<file path="src/rtcsc_pkg.sv">
// Package with constants, states and the state record of the seconds counter block.
package rtcsc_pkg;
	// Crystal and prescaler timing.
	localparam int RTCSC_XTAL_HZ = 32768;
	localparam int RTCSC_TICK_HZ = 256;
	localparam int RTCSC_PRESCALE_DIV = RTCSC_XTAL_HZ / RTCSC_TICK_HZ;
	localparam logic [6:0] RTCSC_PRESCALE_LAST = 7'(RTCSC_PRESCALE_DIV - 1);
	localparam logic [7:0] RTCSC_SUBSEC_LAST = 8'hff;
	// Serial frame layout.
	localparam logic [5:0] RTCSC_CMD_LAST_BIT = 6'h07;
	localparam logic [5:0] RTCSC_CTRL_LAST_BIT = 6'h0f;
	localparam logic [5:0] RTCSC_TIME_LAST_BIT = 6'h27;
	// Register addresses carried in the upper seven bits of the command byte.
	localparam logic [6:0] RTCSC_ADDR_CTRL = 7'h10;
	localparam logic [6:0] RTCSC_ADDR_TIME = 7'h11;
	// Field positions inside the 16-bit control word.
	localparam int RTCSC_CTRL_UNLOCK_POS = 12;
	localparam int RTCSC_CTRL_RUN_POS = 11;
	// Values after reset.
	localparam logic [31:0] RTCSC_SECONDS_RESET = 32'h0000_0000;
	localparam logic [7:0] RTCSC_SUBSEC_RESET = 8'h00;
	localparam logic RTCSC_UNLOCK_RESET = 1'b0;
	localparam logic RTCSC_RUN_RESET = 1'b1;
	// Pin synchroniser lanes.
	localparam int RTCSC_LANE_DIN = 0;
	localparam int RTCSC_LANE_CSN = 1;
	localparam int RTCSC_LANE_SCLK = 2;
	localparam int RTCSC_LANE_XTAL = 3;

	typedef enum logic [4:0] {
		RTCSC_ST_CMD = 5'b00001,
		RTCSC_ST_WR_CTRL = 5'b00010,
		RTCSC_ST_WR_TIME = 5'b00100,
		RTCSC_ST_READ = 5'b01000,
		RTCSC_ST_SKIP = 5'b10000
	} rtcsc_state_t;

	typedef struct packed {
		logic [3:0] sync1;
		logic [3:0] sync2;
		logic [3:0] prev;
		logic [6:0] prescale;
		logic [7:0] subsecond;
		logic [31:0] seconds_count;
		logic time_write_unlock;
		logic clock_run_enable;
		rtcsc_state_t state;
		logic [5:0] bit_cnt;
		logic [39:0] rx;
		logic [39:0] tx;
		logic sdo;
		logic sdo_oe;
	} rtcsc_regs_t;
endpackage

</file>
<file path="src/rtcsc_counter.sv">
// Seconds and subsecond time counter with its serial register port.
`timescale 1ns/1ns
// Summary of operation
// - Seconds count is a plain 32-bit binary up-counter, one step per second.
// - Subsecond counts 00 to ff, wraps to 00, and the wrap bumps seconds.
// - Subsecond steps on a 256 Hz tick divided down from the 32 kHz crystal.
// - With run enabled, counting never pauses for serial reads or writes.
// - Time writes are ignored unless the write unlock bit was set earlier.
// - Time write is one 40-bit burst, seconds bit 31 first, subsecond bit 0 last.
// - Chip select lifted before the 40th rising edge discards the time write.
// - Counters load the shifted value on the rising edge of the 40th bit.
// - Time read is a 40-bit burst, seconds bit 31 first, subsecond bit 0 last.
// - A read may end early; bits already shifted out stay correct.
// - Decoding a read command latches a stable snapshot that is shifted out.
// - Reported time may trail the true count by at most one second.
// - Seconds and subsecond counters are zero after power-on.
// - Unlock takes effect after the 16th clock, not for run enable in same write.
// - Run enable is set after power-on; clearing it stops the counters.
module rtcsc_counter
	import rtcsc_pkg::*;
(
	input wire logic clk,
	input wire logic rst,
	input wire logic xtal_clk,
	input wire logic cs_n,
	input wire logic sclk,
	input wire logic sdi,
	output logic sdo,
	output logic sdo_oe,
	output logic [31:0] seconds_count,
	output logic [7:0] subsecond,
	output logic clock_run_enable,
	output logic time_write_unlock
);
	rtcsc_regs_t r;
	rtcsc_regs_t next_r;
	logic xtal_rise;
	logic sclk_rise;
	logic sclk_fall;
	logic cs_active;
	logic [7:0] cmd_byte;
	logic [15:0] ctrl_word;
	logic [39:0] time_word;
	logic [15:0] ctrl_view;

	always_comb
	begin
		next_r = r;
		// Only the second stage reads the first stage; the edge register reads the second stage.
		next_r.sync1 = {xtal_clk, sclk, cs_n, sdi};
		next_r.sync2 = r.sync1;
		next_r.prev = r.sync2;
		// The crystal is sampled like any pin; only its rising edges move the prescaler.
		xtal_rise = r.sync2[RTCSC_LANE_XTAL] & ~r.prev[RTCSC_LANE_XTAL];
		sclk_rise = r.sync2[RTCSC_LANE_SCLK] & ~r.prev[RTCSC_LANE_SCLK];
		sclk_fall = ~r.sync2[RTCSC_LANE_SCLK] & r.prev[RTCSC_LANE_SCLK];
		cs_active = ~r.sync2[RTCSC_LANE_CSN];
		cmd_byte = {r.rx[6:0], r.sync2[RTCSC_LANE_DIN]};
		ctrl_word = {r.rx[14:0], r.sync2[RTCSC_LANE_DIN]};
		time_word = {r.rx[38:0], r.sync2[RTCSC_LANE_DIN]};
		ctrl_view = 16'h0000;
		ctrl_view[RTCSC_CTRL_UNLOCK_POS] = r.time_write_unlock;
		ctrl_view[RTCSC_CTRL_RUN_POS] = r.clock_run_enable;

		// Counting runs regardless of serial activity.
		if (r.clock_run_enable && xtal_rise)
		begin
			if (r.prescale == RTCSC_PRESCALE_LAST)
			begin
				next_r.prescale = 7'h00;
				next_r.subsecond = r.subsecond + 8'h01;
				if (r.subsecond == RTCSC_SUBSEC_LAST)
				begin
					next_r.seconds_count = r.seconds_count + 32'h0000_0001;
				end
			end
			else
			begin
				next_r.prescale = r.prescale + 7'h01;
			end
		end

		if (!cs_active)
		begin
			// Dropping select abandons any partial frame without touching the counters.
			next_r.state = RTCSC_ST_CMD;
			next_r.bit_cnt = 6'h00;
			next_r.sdo_oe = 1'b0;
		end
		else if (sclk_rise)
		begin
			next_r.rx = time_word;
			next_r.bit_cnt = r.bit_cnt + 6'h01;
			case (r.state)
				RTCSC_ST_CMD:
				begin
					if (r.bit_cnt == RTCSC_CMD_LAST_BIT)
					begin
						next_r.bit_cnt = 6'h00;
						if (cmd_byte[7:1] == RTCSC_ADDR_TIME)
						begin
							if (cmd_byte[0])
							begin
								// Snapshot is the counter state at decode; a later tick cannot
								// tear it, at the cost of up to one second of staleness.
								next_r.tx = {r.seconds_count, r.subsecond};
								next_r.state = RTCSC_ST_READ;
							end
							else
							begin
								next_r.state = RTCSC_ST_WR_TIME;
							end
						end
						else if (cmd_byte[7:1] == RTCSC_ADDR_CTRL)
						begin
							next_r.tx = {ctrl_view, 24'h000000};
							if (cmd_byte[0])
							begin
								next_r.state = RTCSC_ST_READ;
							end
							else
							begin
								next_r.state = RTCSC_ST_WR_CTRL;
							end
						end
						else
						begin
							next_r.state = RTCSC_ST_SKIP;
						end
					end
				end
				RTCSC_ST_WR_CTRL:
				begin
					if (r.bit_cnt == RTCSC_CTRL_LAST_BIT)
					begin
						// Run enable is gated by the unlock value from before this frame.
						if (r.time_write_unlock)
						begin
							next_r.clock_run_enable = ctrl_word[RTCSC_CTRL_RUN_POS];
						end
						next_r.time_write_unlock = ctrl_word[RTCSC_CTRL_UNLOCK_POS];
						next_r.state = RTCSC_ST_SKIP;
					end
				end
				RTCSC_ST_WR_TIME:
				begin
					if (r.bit_cnt == RTCSC_TIME_LAST_BIT)
					begin
						if (r.time_write_unlock)
						begin
							// Load overrides any tick in the same cycle.
							next_r.seconds_count = time_word[39:8];
							next_r.subsecond = time_word[7:0];
							next_r.prescale = 7'h00;
						end
						next_r.state = RTCSC_ST_SKIP;
					end
				end
				RTCSC_ST_READ:
				begin
					// Read bits are paced by the falling edges; a rise only samples the line.
					next_r.bit_cnt = r.bit_cnt;
				end
				RTCSC_ST_SKIP:
				begin
					// Clocks after a finished or refused frame are ignored.
					next_r.bit_cnt = r.bit_cnt;
				end
				default:
				begin
					next_r.state = RTCSC_ST_SKIP;
					next_r.bit_cnt = r.bit_cnt;
				end
			endcase
		end
		else if (sclk_fall && r.state == RTCSC_ST_READ)
		begin
			// Each bit is presented on the falling edge so the host samples it on the rise.
			next_r.sdo = r.tx[39];
			next_r.tx = {r.tx[38:0], 1'b0};
			next_r.sdo_oe = 1'b1;
		end
	end

	always_ff @(posedge clk or posedge rst)
	begin
		if (rst)
		begin
			// Synchronisers start at the select idle level so release never opens a frame.
			r <= '{
				sync1: 4'hf,
				sync2: 4'hf,
				prev: 4'hf,
				prescale: 7'h00,
				subsecond: RTCSC_SUBSEC_RESET,
				seconds_count: RTCSC_SECONDS_RESET,
				time_write_unlock: RTCSC_UNLOCK_RESET,
				clock_run_enable: RTCSC_RUN_RESET,
				state: RTCSC_ST_CMD,
				bit_cnt: 6'h00,
				rx: 40'h00_0000_0000,
				tx: 40'h00_0000_0000,
				sdo: 1'b0,
				sdo_oe: 1'b0
			};
		end
		else
		begin
			r <= next_r;
		end
	end

	assign sdo = r.sdo;
	assign sdo_oe = r.sdo_oe;
	assign seconds_count = r.seconds_count;
	assign subsecond = r.subsecond;
	assign clock_run_enable = r.clock_run_enable;
	assign time_write_unlock = r.time_write_unlock;
endmodule

</file>
<file path="config.mk">
export PLATFORM = sky130hd
export DESIGN_NAME = rtcsc_counter
export DESIGN_NICKNAME = d
export VERILOG_FILES = /design/src/rtcsc_pkg.sv /design/src/rtcsc_counter.sv
export SDC_FILE = /design/constraint.sdc
export NUM_CORES = 1
export LEC_CHECK = 0
export BUFFER_PORTS_ARGS = -buffer_cell sky130_fd_sc_hd__buf_2
export CAP_MARGIN = 10
export CORE_ASPECT_RATIO = 0.8
export CORE_MARGIN = 2
export CORE_UTILIZATION = 61
export CTS_BUF_LIST = sky130_fd_sc_hd__clkbuf_16
export CTS_CLUSTER_SIZE = 12
export DETAILED_ROUTE_END_ITERATION = 16
export PLACE_DENSITY = 0.82
export SETUP_SLACK_MARGIN = 0.3
export SLEW_MARGIN = 20
export SYNTH_ARGS = -nofsm -noshare
export SYNTH_HDL_FRONTEND = slang
export SYNTH_SLANG_ARGS = --single-unit
</file>
<file path="constraint.sdc">
create_clock -name clk -period 6.65 [get_ports clk]
set_input_delay 1.33 -clock clk [delete_from_list [all_inputs] [get_ports clk]]
set_output_delay 1.33 -clock clk [all_outputs]
set_load 0.01 [all_outputs]
</file>
==> flow_metrics.env, run 1 <==
export IMPL_synth_area_per_cell_sq_um=9.86
export IMPL_maxCapViolCount=0
export IMPL_overflow=0
export IMPL_layout_cells_non_filler=917
export IMPL_tightest_slew_ps=872
export IMPL_p_per_area_mw_per_mm2=253
export IMPL_reg2reg_depth=6
export IMPL_syn_num_nets=772
export IMPL_finalWeightedCongestion=0.894
export IMPL_cts_sinks=151
export IMPL_nNetsFinal=762
export IMPL_grt_pass1_vias=5533
export IMPL_crit_cells=6
export IMPL_io_pins=50
export IMPL_first_iter_violations=434
export IMPL_synthFlopType="dfrtp_1"
export IMPL_cts_path_max_buffers=2
export IMPL_final_cell_area_sq_mm=0.00820
export IMPL_die_width_microns=128
export IMPL_area_growth_pct=9.14
export IMPL_start_util_pct=62.0
export IMPL_vias=5652
export IMPL_hp_start="next_r[149]"
export IMPL_yosys_top_cells_area="dfrtp_1 46%, nand2_1 8.7%, mux2_2 6.3%"
export IMPL_synth_edff_count=0
export IMPL_critPathMostFrequentCell="or4_4"
export IMPL_cpMaxStageDelayCell="a22oi_4"
export IMPL_cts_buffers=17
export IMPL_cp_max_fo=22
export IMPL_ys_seq_elements=151
export IMPL_vdd_ir_drop_max_v=0.000237
export IMPL_setup_viol=0
export IMPL_layout_setup_ws_ps=3380
export IMPL_wl_mm=17.1
export IMPL_clock_skew_ps=7.58
export IMPL_via_per_inst=6.16
export IMPL_worst_ep_required_time_ps=6960
export IMPL_htreeDepth=4
export IMPL_cp_data_arrival_time_ps=3580
export IMPL_cts_root_buf="clkbuf_16"
export IMPL_cts_tree="yes"
export IMPL_ant_nets=0
export IMPL_seq_area_frac_synth_pct=50.5
export IMPL_synth_top_area_share_pct=46.3
export IMPL_r2r_start="cmd_byte[2]"
export IMPL_whs_path_depth=0
export IMPL_wl_per_cell_microns=18.6
export IMPL_worstSetupEndpointType="flop"
export IMPL_fp_dieH_microns=103
export IMPL_clk_latency_ps=430
export IMPL_cp_top_family="simple AND/OR/NAND/NOR gates"
export IMPL_route_detailed_drc=0
export IMPL_first_pass_iters=6
export IMPL_finalSetupTns_ps=0
export IMPL_ys_types=46
export IMPL_critPathLaunchType="flop"
export IMPL_hold_viol=0
export IMPL_fmax_mhz=306
export IMPL_relSlewSlack_pct=41.9
export IMPL_antennaDiodeCount=0
export IMPL_globalRouteTotalUtil_pct=27.8
export IMPL_criticalPathCategory="reg2reg"
export IMPL_synth_warnings=0
export IMPL_antenna_found_initial=0
export IMPL_rows=36
export IMPL_post_cts_buffers=0
export IMPL_cts_resized=0
export IMPL_yosysTopAreaCell="dfrtp_1"
export IMPL_layout_drive_gt1_share_pct=20.3
export IMPL_post_place_ws_ps=3410
export IMPL_finalCriticalPeriod_ps=3270
export IMPL_synth_async_reset_ratio_pct=100
export IMPL_layout_common_cells="174 x nand2_1, 139 x dfrtp_1, 49 x buf_2"
export IMPL_netlist_instances=762
export IMPL_crit_path_max_incr_delay_ps=610
export IMPL_maxSlewViolCount=0
export IMPL_status="completed"
export IMPL_hpwl_mm=10.8
export IMPL_grt_pass1_wl_mm=28.2
export IMPL_worst_path_buf_inv=1
export IMPL_hold_path_class="reg2reg"
export IMPL_path_clk_slew_ps=60
export IMPL_layout_cells_most_common="nand2_1"
export IMPL_die_area_sq_mm=0.0132
export IMPL_grt_max_degree=99
export IMPL_postPlaceCellArea_sq_mm=0.00754
export IMPL_portBuffers=49
export IMPL_rsz0062_at_grt="no"
export IMPL_p_leak_nw=3.85
export IMPL_postCtsHoldBufs=0
export IMPL_finalCritPeriodShare_pct=49.1
export IMPL_dp_cells=885
export IMPL_path_cells="or4_4, or3b_4, or4_4, a22oi_4, buf_16, mux2_2"
export IMPL_netlist_area_sq_mm=0.00751
export IMPL_cp_startpoint="cmd_byte[2]"
export IMPL_fp_coreArea_sq_mm=0.0121
## per-layer routing
metal	vias to the layer above	track usage, %	wire, microns
met1	2806	38.6	7560
met5	-	0	0
li1	2574	-	-
met4	0	9.89	399
met2	233	43.8	8020
met3	39	6.22	1090
## cell usage after synthesis (3+ instances only)
master	n
or3_1	3
buf_6	4
nand2_1	174
a22o_1	37
a21oi_1	10
mux2_2	42
buf_4	40
xor2_1	10
mux2i_1	8
nor4_1	20
nor3_1	19
dfstp_2	12
and3_1	7
nand3b_1	4
ha_1	4
and4_1	5
inv_1	10
nand3_1	15
dfrtp_1	139
xnor2_1	39
o21ai_0	40
clkbuf_1	41
nand4_1	16
nor2_1	32
and2_1	3
## final timing paths
| check | end | slack [ps] |
|---|---|---|
| max | r[17] | 3380 |
| min | next_r[145] | 360 |
| max reg2reg | r[17] | 3380 |
| min reg2reg | next_r[145] | 360 |
| max in group asynchronous | ctrl_word[9] | 4320 |
| min in group asynchronous | r[41] | 1090 |
## sequential cells by signal (all words and copies together) (netlist names)
| name | count |
|---|---|
| r | 84 |
| seconds_count | 32 |
| cmd_byte | 8 |
| ctrl_word | 8 |
| subsecond | 8 |
| next_r | 7 |
| clock_run_enable | 1 |
| sdo | 1 |
| sdo_oe | 1 |
| time_write_unlock | 1 |
## kinds of logic after synthesis
| logic type | after synthesis | synth area share (%) |
|---|---|---|
| AOI/OAI and AO/OA | 96 | 8.91 |
| xor gates and xnor gates | 49 | 5.71 |
| adders and majority gates | 4 | 0.666 |
| buffers and inverters | 96 | 7.19 |
| DFF | 151 | 50.5 |
| muxes | 50 | 7.36 |
| and+or+nand+nor | 316 | 19.7 |
## final cells by class
| type | count | area [sq um] |
|---|---|---|
| Fill cell | 886 | 3920 |
| Sequential cell | 151 | 3790 |
| Multi-Input combinational cell | 515 | 3200 |
| Clock buffer | 17 | 425 |
| Timing Repair Buffer | 56 | 318 |
| Clock inverter | 15 | 228 |
| Tap cell | 152 | 190 |
| Inverter | 11 | 46.3 |
## power breakdown
| group | internal (mW) | total [mW] | switching [mW] |
|---|---|---|---|
| clock | 0.667 | 1.07 | 0.399 |
| combinational | 0.0165 | 0.0562 | 0.0398 |
| sequential | 0.937 | 0.955 | 0.0181 |
| total | 1.62 | 2.08 | 0.457 |
## per-stage QoR
step,utilization (%),total power [mW],hold WS [ps]
CTS,67.6,2.09,359
global route,67.7,2.14,363
floorplan,-,1.01,345
global placement,62.0,1.02,346
finish,67.7,2.08,357
detailed placement,62.2,1.03,349
Power figures use the tool's default switching activity.
==> run 2: changes to the inputs <==
--- a/config.mk
+++ b/config.mk
@@ -9,11 +9,11 @@
 export CAP_MARGIN = 10
 export CORE_ASPECT_RATIO = 0.8
 export CORE_MARGIN = 2
-export CORE_UTILIZATION = 61
+export CORE_UTILIZATION = 55
 export CTS_BUF_LIST = sky130_fd_sc_hd__clkbuf_16
 export CTS_CLUSTER_SIZE = 12
 export DETAILED_ROUTE_END_ITERATION = 16
-export PLACE_DENSITY = 0.82
+export PLACE_DENSITY = 0.78
 export SETUP_SLACK_MARGIN = 0.3
 export SLEW_MARGIN = 20
 export SYNTH_ARGS = -nofsm -noshare
==> constraint.sdc (replaced) <==
create_clock -name clk -period 2.65 [get_ports clk]
set_input_delay 0.53 -clock clk [delete_from_list [all_inputs] [get_ports clk]]
set_output_delay 0.53 -clock clk [all_outputs]
set_load 0.01 [all_outputs]
==> run 2 against run 1 <==
  * The flow now finishes with violations (negative setup slack)
  * Combinational power increased to 3.5 times the previous value
  * Routed wire length increased by 5.4%
  * Hold slack got worse by 160 ps
  * Via count increased by 1.2%
==> flow_metrics.env, run 2 (same netlist as run 1, synthesis figures left out) <==
export IMPL_reg2reg_depth=7
export IMPL_vdd_ir_drop_max_v=0.000490
export IMPL_setup_viol=38
export IMPL_route_detailed_drc=0
export IMPL_criticalPathCategory="reg2reg"
export IMPL_clk_latency_ps=430
export IMPL_path_clk_slew_ps=60
export IMPL_nNetsFinal=786
export IMPL_critPathLaunchType="flop"
export IMPL_cp_data_arrival_time_ps=3040
export IMPL_die_area_sq_mm=0.0146
export IMPL_first_pass_iters=5
export IMPL_grt_pass1_wl_mm=28.5
export IMPL_cts_buffers=17
export IMPL_worst_path_buf_inv=2
export IMPL_die_width_microns=135
export IMPL_worst_ep_required_time_ps=2960
export IMPL_grt_pass1_vias=5574
export IMPL_antennaDiodeCount=0
export IMPL_tightest_slew_ps=522
export IMPL_start_util_pct=55.8
export IMPL_fmax_mhz=365
export IMPL_fp_coreArea_sq_mm=0.0135
export IMPL_vias=5720
export IMPL_p_sw_mw=1.03
export IMPL_via_per_inst=5.90
export IMPL_rows=38
export IMPL_finalCriticalPeriod_ps=2740
export IMPL_clock_skew_ps=12.4
export IMPL_clock_power_share_pct=46.1
export IMPL_layout_setup_ws_ps=-86.4
export IMPL_antenna_found_initial=0
export IMPL_min_to="next_r[149]"
export IMPL_maxCapViolCount=0
export IMPL_crit_path_max_incr_delay_ps=540
export IMPL_p_seq_share_pct=49.9
export IMPL_p_int_mw=3.77
export IMPL_layout_cells_non_filler=969
export IMPL_path_cells="or4_4, or3b_4, or4_4, a22oi_4, buf_12, buf_8, mux2_2"
export IMPL_cp_top_family="simple AND/OR/NAND/NOR gates"
export IMPL_finalWeightedCongestion=0.859
export IMPL_cp_max_fo=7
export IMPL_finalCritPeriodShare_pct=103
export IMPL_status="complete, but fails checks"
export IMPL_p_per_area_mw_per_mm2=561
export IMPL_largest_reg_flops=84
export IMPL_area_growth_pct=13.9
export IMPL_combPwrFrac_pct=4.1
export IMPL_utilization_pct=63.6
export IMPL_p_leak_nw=4.03
export IMPL_overflow=0
export IMPL_largest_register="r"
export IMPL_hp_start="xtal_clk"
export IMPL_io_pins=50
export IMPL_hpwl_mm=11.0
export IMPL_rsz0062_at_grt="yes"
export IMPL_htreeDepth=4
export IMPL_cts_root_buf="clkbuf_16"
export IMPL_cpMaxStageDelayCell="or4_4"
export IMPL_wl_mm=18.0
export IMPL_hold_path_class="in2reg"
export IMPL_ant_nets=0
export IMPL_fp_dieH_microns=109
export IMPL_whs_path_depth=1
export IMPL_dp_cells=931
export IMPL_r2r_start="cmd_byte[6]"
export IMPL_hold_viol=0
export IMPL_layout_cells_most_common="nand2_1"
export IMPL_cts_path_max_buffers=2
export IMPL_critPathMostFrequentCell="or4_4"
export IMPL_rr_endpoint="r[13]"
export IMPL_layout_common_cells="174 x nand2_1, 139 x dfrtp_1, 49 x buf_2"
export IMPL_violations="negative setup slack"
export IMPL_wl_per_cell_microns=18.6
export IMPL_maxSlewViolCount=0
export IMPL_relSlewSlack_pct=65.2
export IMPL_portBuffers=49
export IMPL_cts_sinks=151
export IMPL_r2r_setup_slack_ps=-90
export IMPL_cts_tree="yes"
export IMPL_layout_drive_gt1_share_pct=22.2
export IMPL_first_iter_violations=454
export IMPL_worstSetupEndpointType="flop"
export IMPL_swShare_pct=21.5
export IMPL_globalRouteTotalUtil_pct=25.4
export IMPL_grt_max_degree=79
-- run 2: cell types whose count changed in the layout (fill, tap and decap cells not counted), sizes merged --
cell	before	now
inv	11	19
bufinv	5	2
buf	56	78
clkinv	6	4
clkinvlp	4	1
clkbuf	17	19
-- run 2: repair_timing --
item | CTS | global route
pin swaps | 0 | 4
endpoints found under the setup margin | 49 | 55
setup buffers | 1 | 1
gates cloned | 1 | 3
gates resized for setup | 6 | 41
hold buffers | 0 | 0
-- run 2: power groups by stage --
stage	Sequential, mW	Clock (mW)	Combinational (mW)
final	2.39	2.21	0.195
after global routing	2.40	2.36	0.218
after CTS	2.39	2.24	0.197
after detailed placement	2.43	0	0.195
after global placement	2.43	0	0.190
after floorplan	2.42	0	0.108
-- run 2: area by class of cell --
type / count / area [sq um]
fill: 1028 / 4900
sequential: 151 / 3790
multi-input combinational: 515 / 3360
timing repair buffer: 80 / 598
clock buffer: 17 / 425
tap: 180 / 225
clock inverter: 15 / 110
inverter: 11 / 45.0
-- run 2: routing by layer --
layer  track usage, %  vias up  wire, microns
met4             8.87        0            280
met3             7.97       29           1410
met2             38.6      237           8430
li1                 -     2611              -
met1             34.6     2843           7890
met5                0        -              0
-- run 2: through the flow --
step | total power, mW | worst slack (ps) | setup TNS, ps | hold slack, ps | area [sq um]
after detailed placement | 2.63 | -56.4 | -1380 | 347 | 7740
after global placement | 2.62 | -10.9 | -238 | 346 | 7740
after CTS | 4.83 | -63.2 | -1760 | 185 | 8320
final | 4.80 | -86.4 | -2150 | 194 | 8550
after global routing | 4.98 | -130 | -4040 | 180 | 8550
after floorplan | 2.53 | 17.0 | 0 | 345 | 7520
-- run 2: how the worst max path moves through the flow --
stage / startpoint / end / slack (ps) / cells past startpoint
finish: cmd_byte[6] / r[13] / -90 / 7
global route: cmd_byte[6] / r[16] / -130 / 7
CTS: cmd_byte[2] / r[34] / -60 / 6
detailed placement: cmd_byte[2] / r[34] / -60 / 6
global placement: cmd_byte[2] / r[34] / -10 / 6
floorplan: cmd_byte[2] / r[12] / 20 / 6
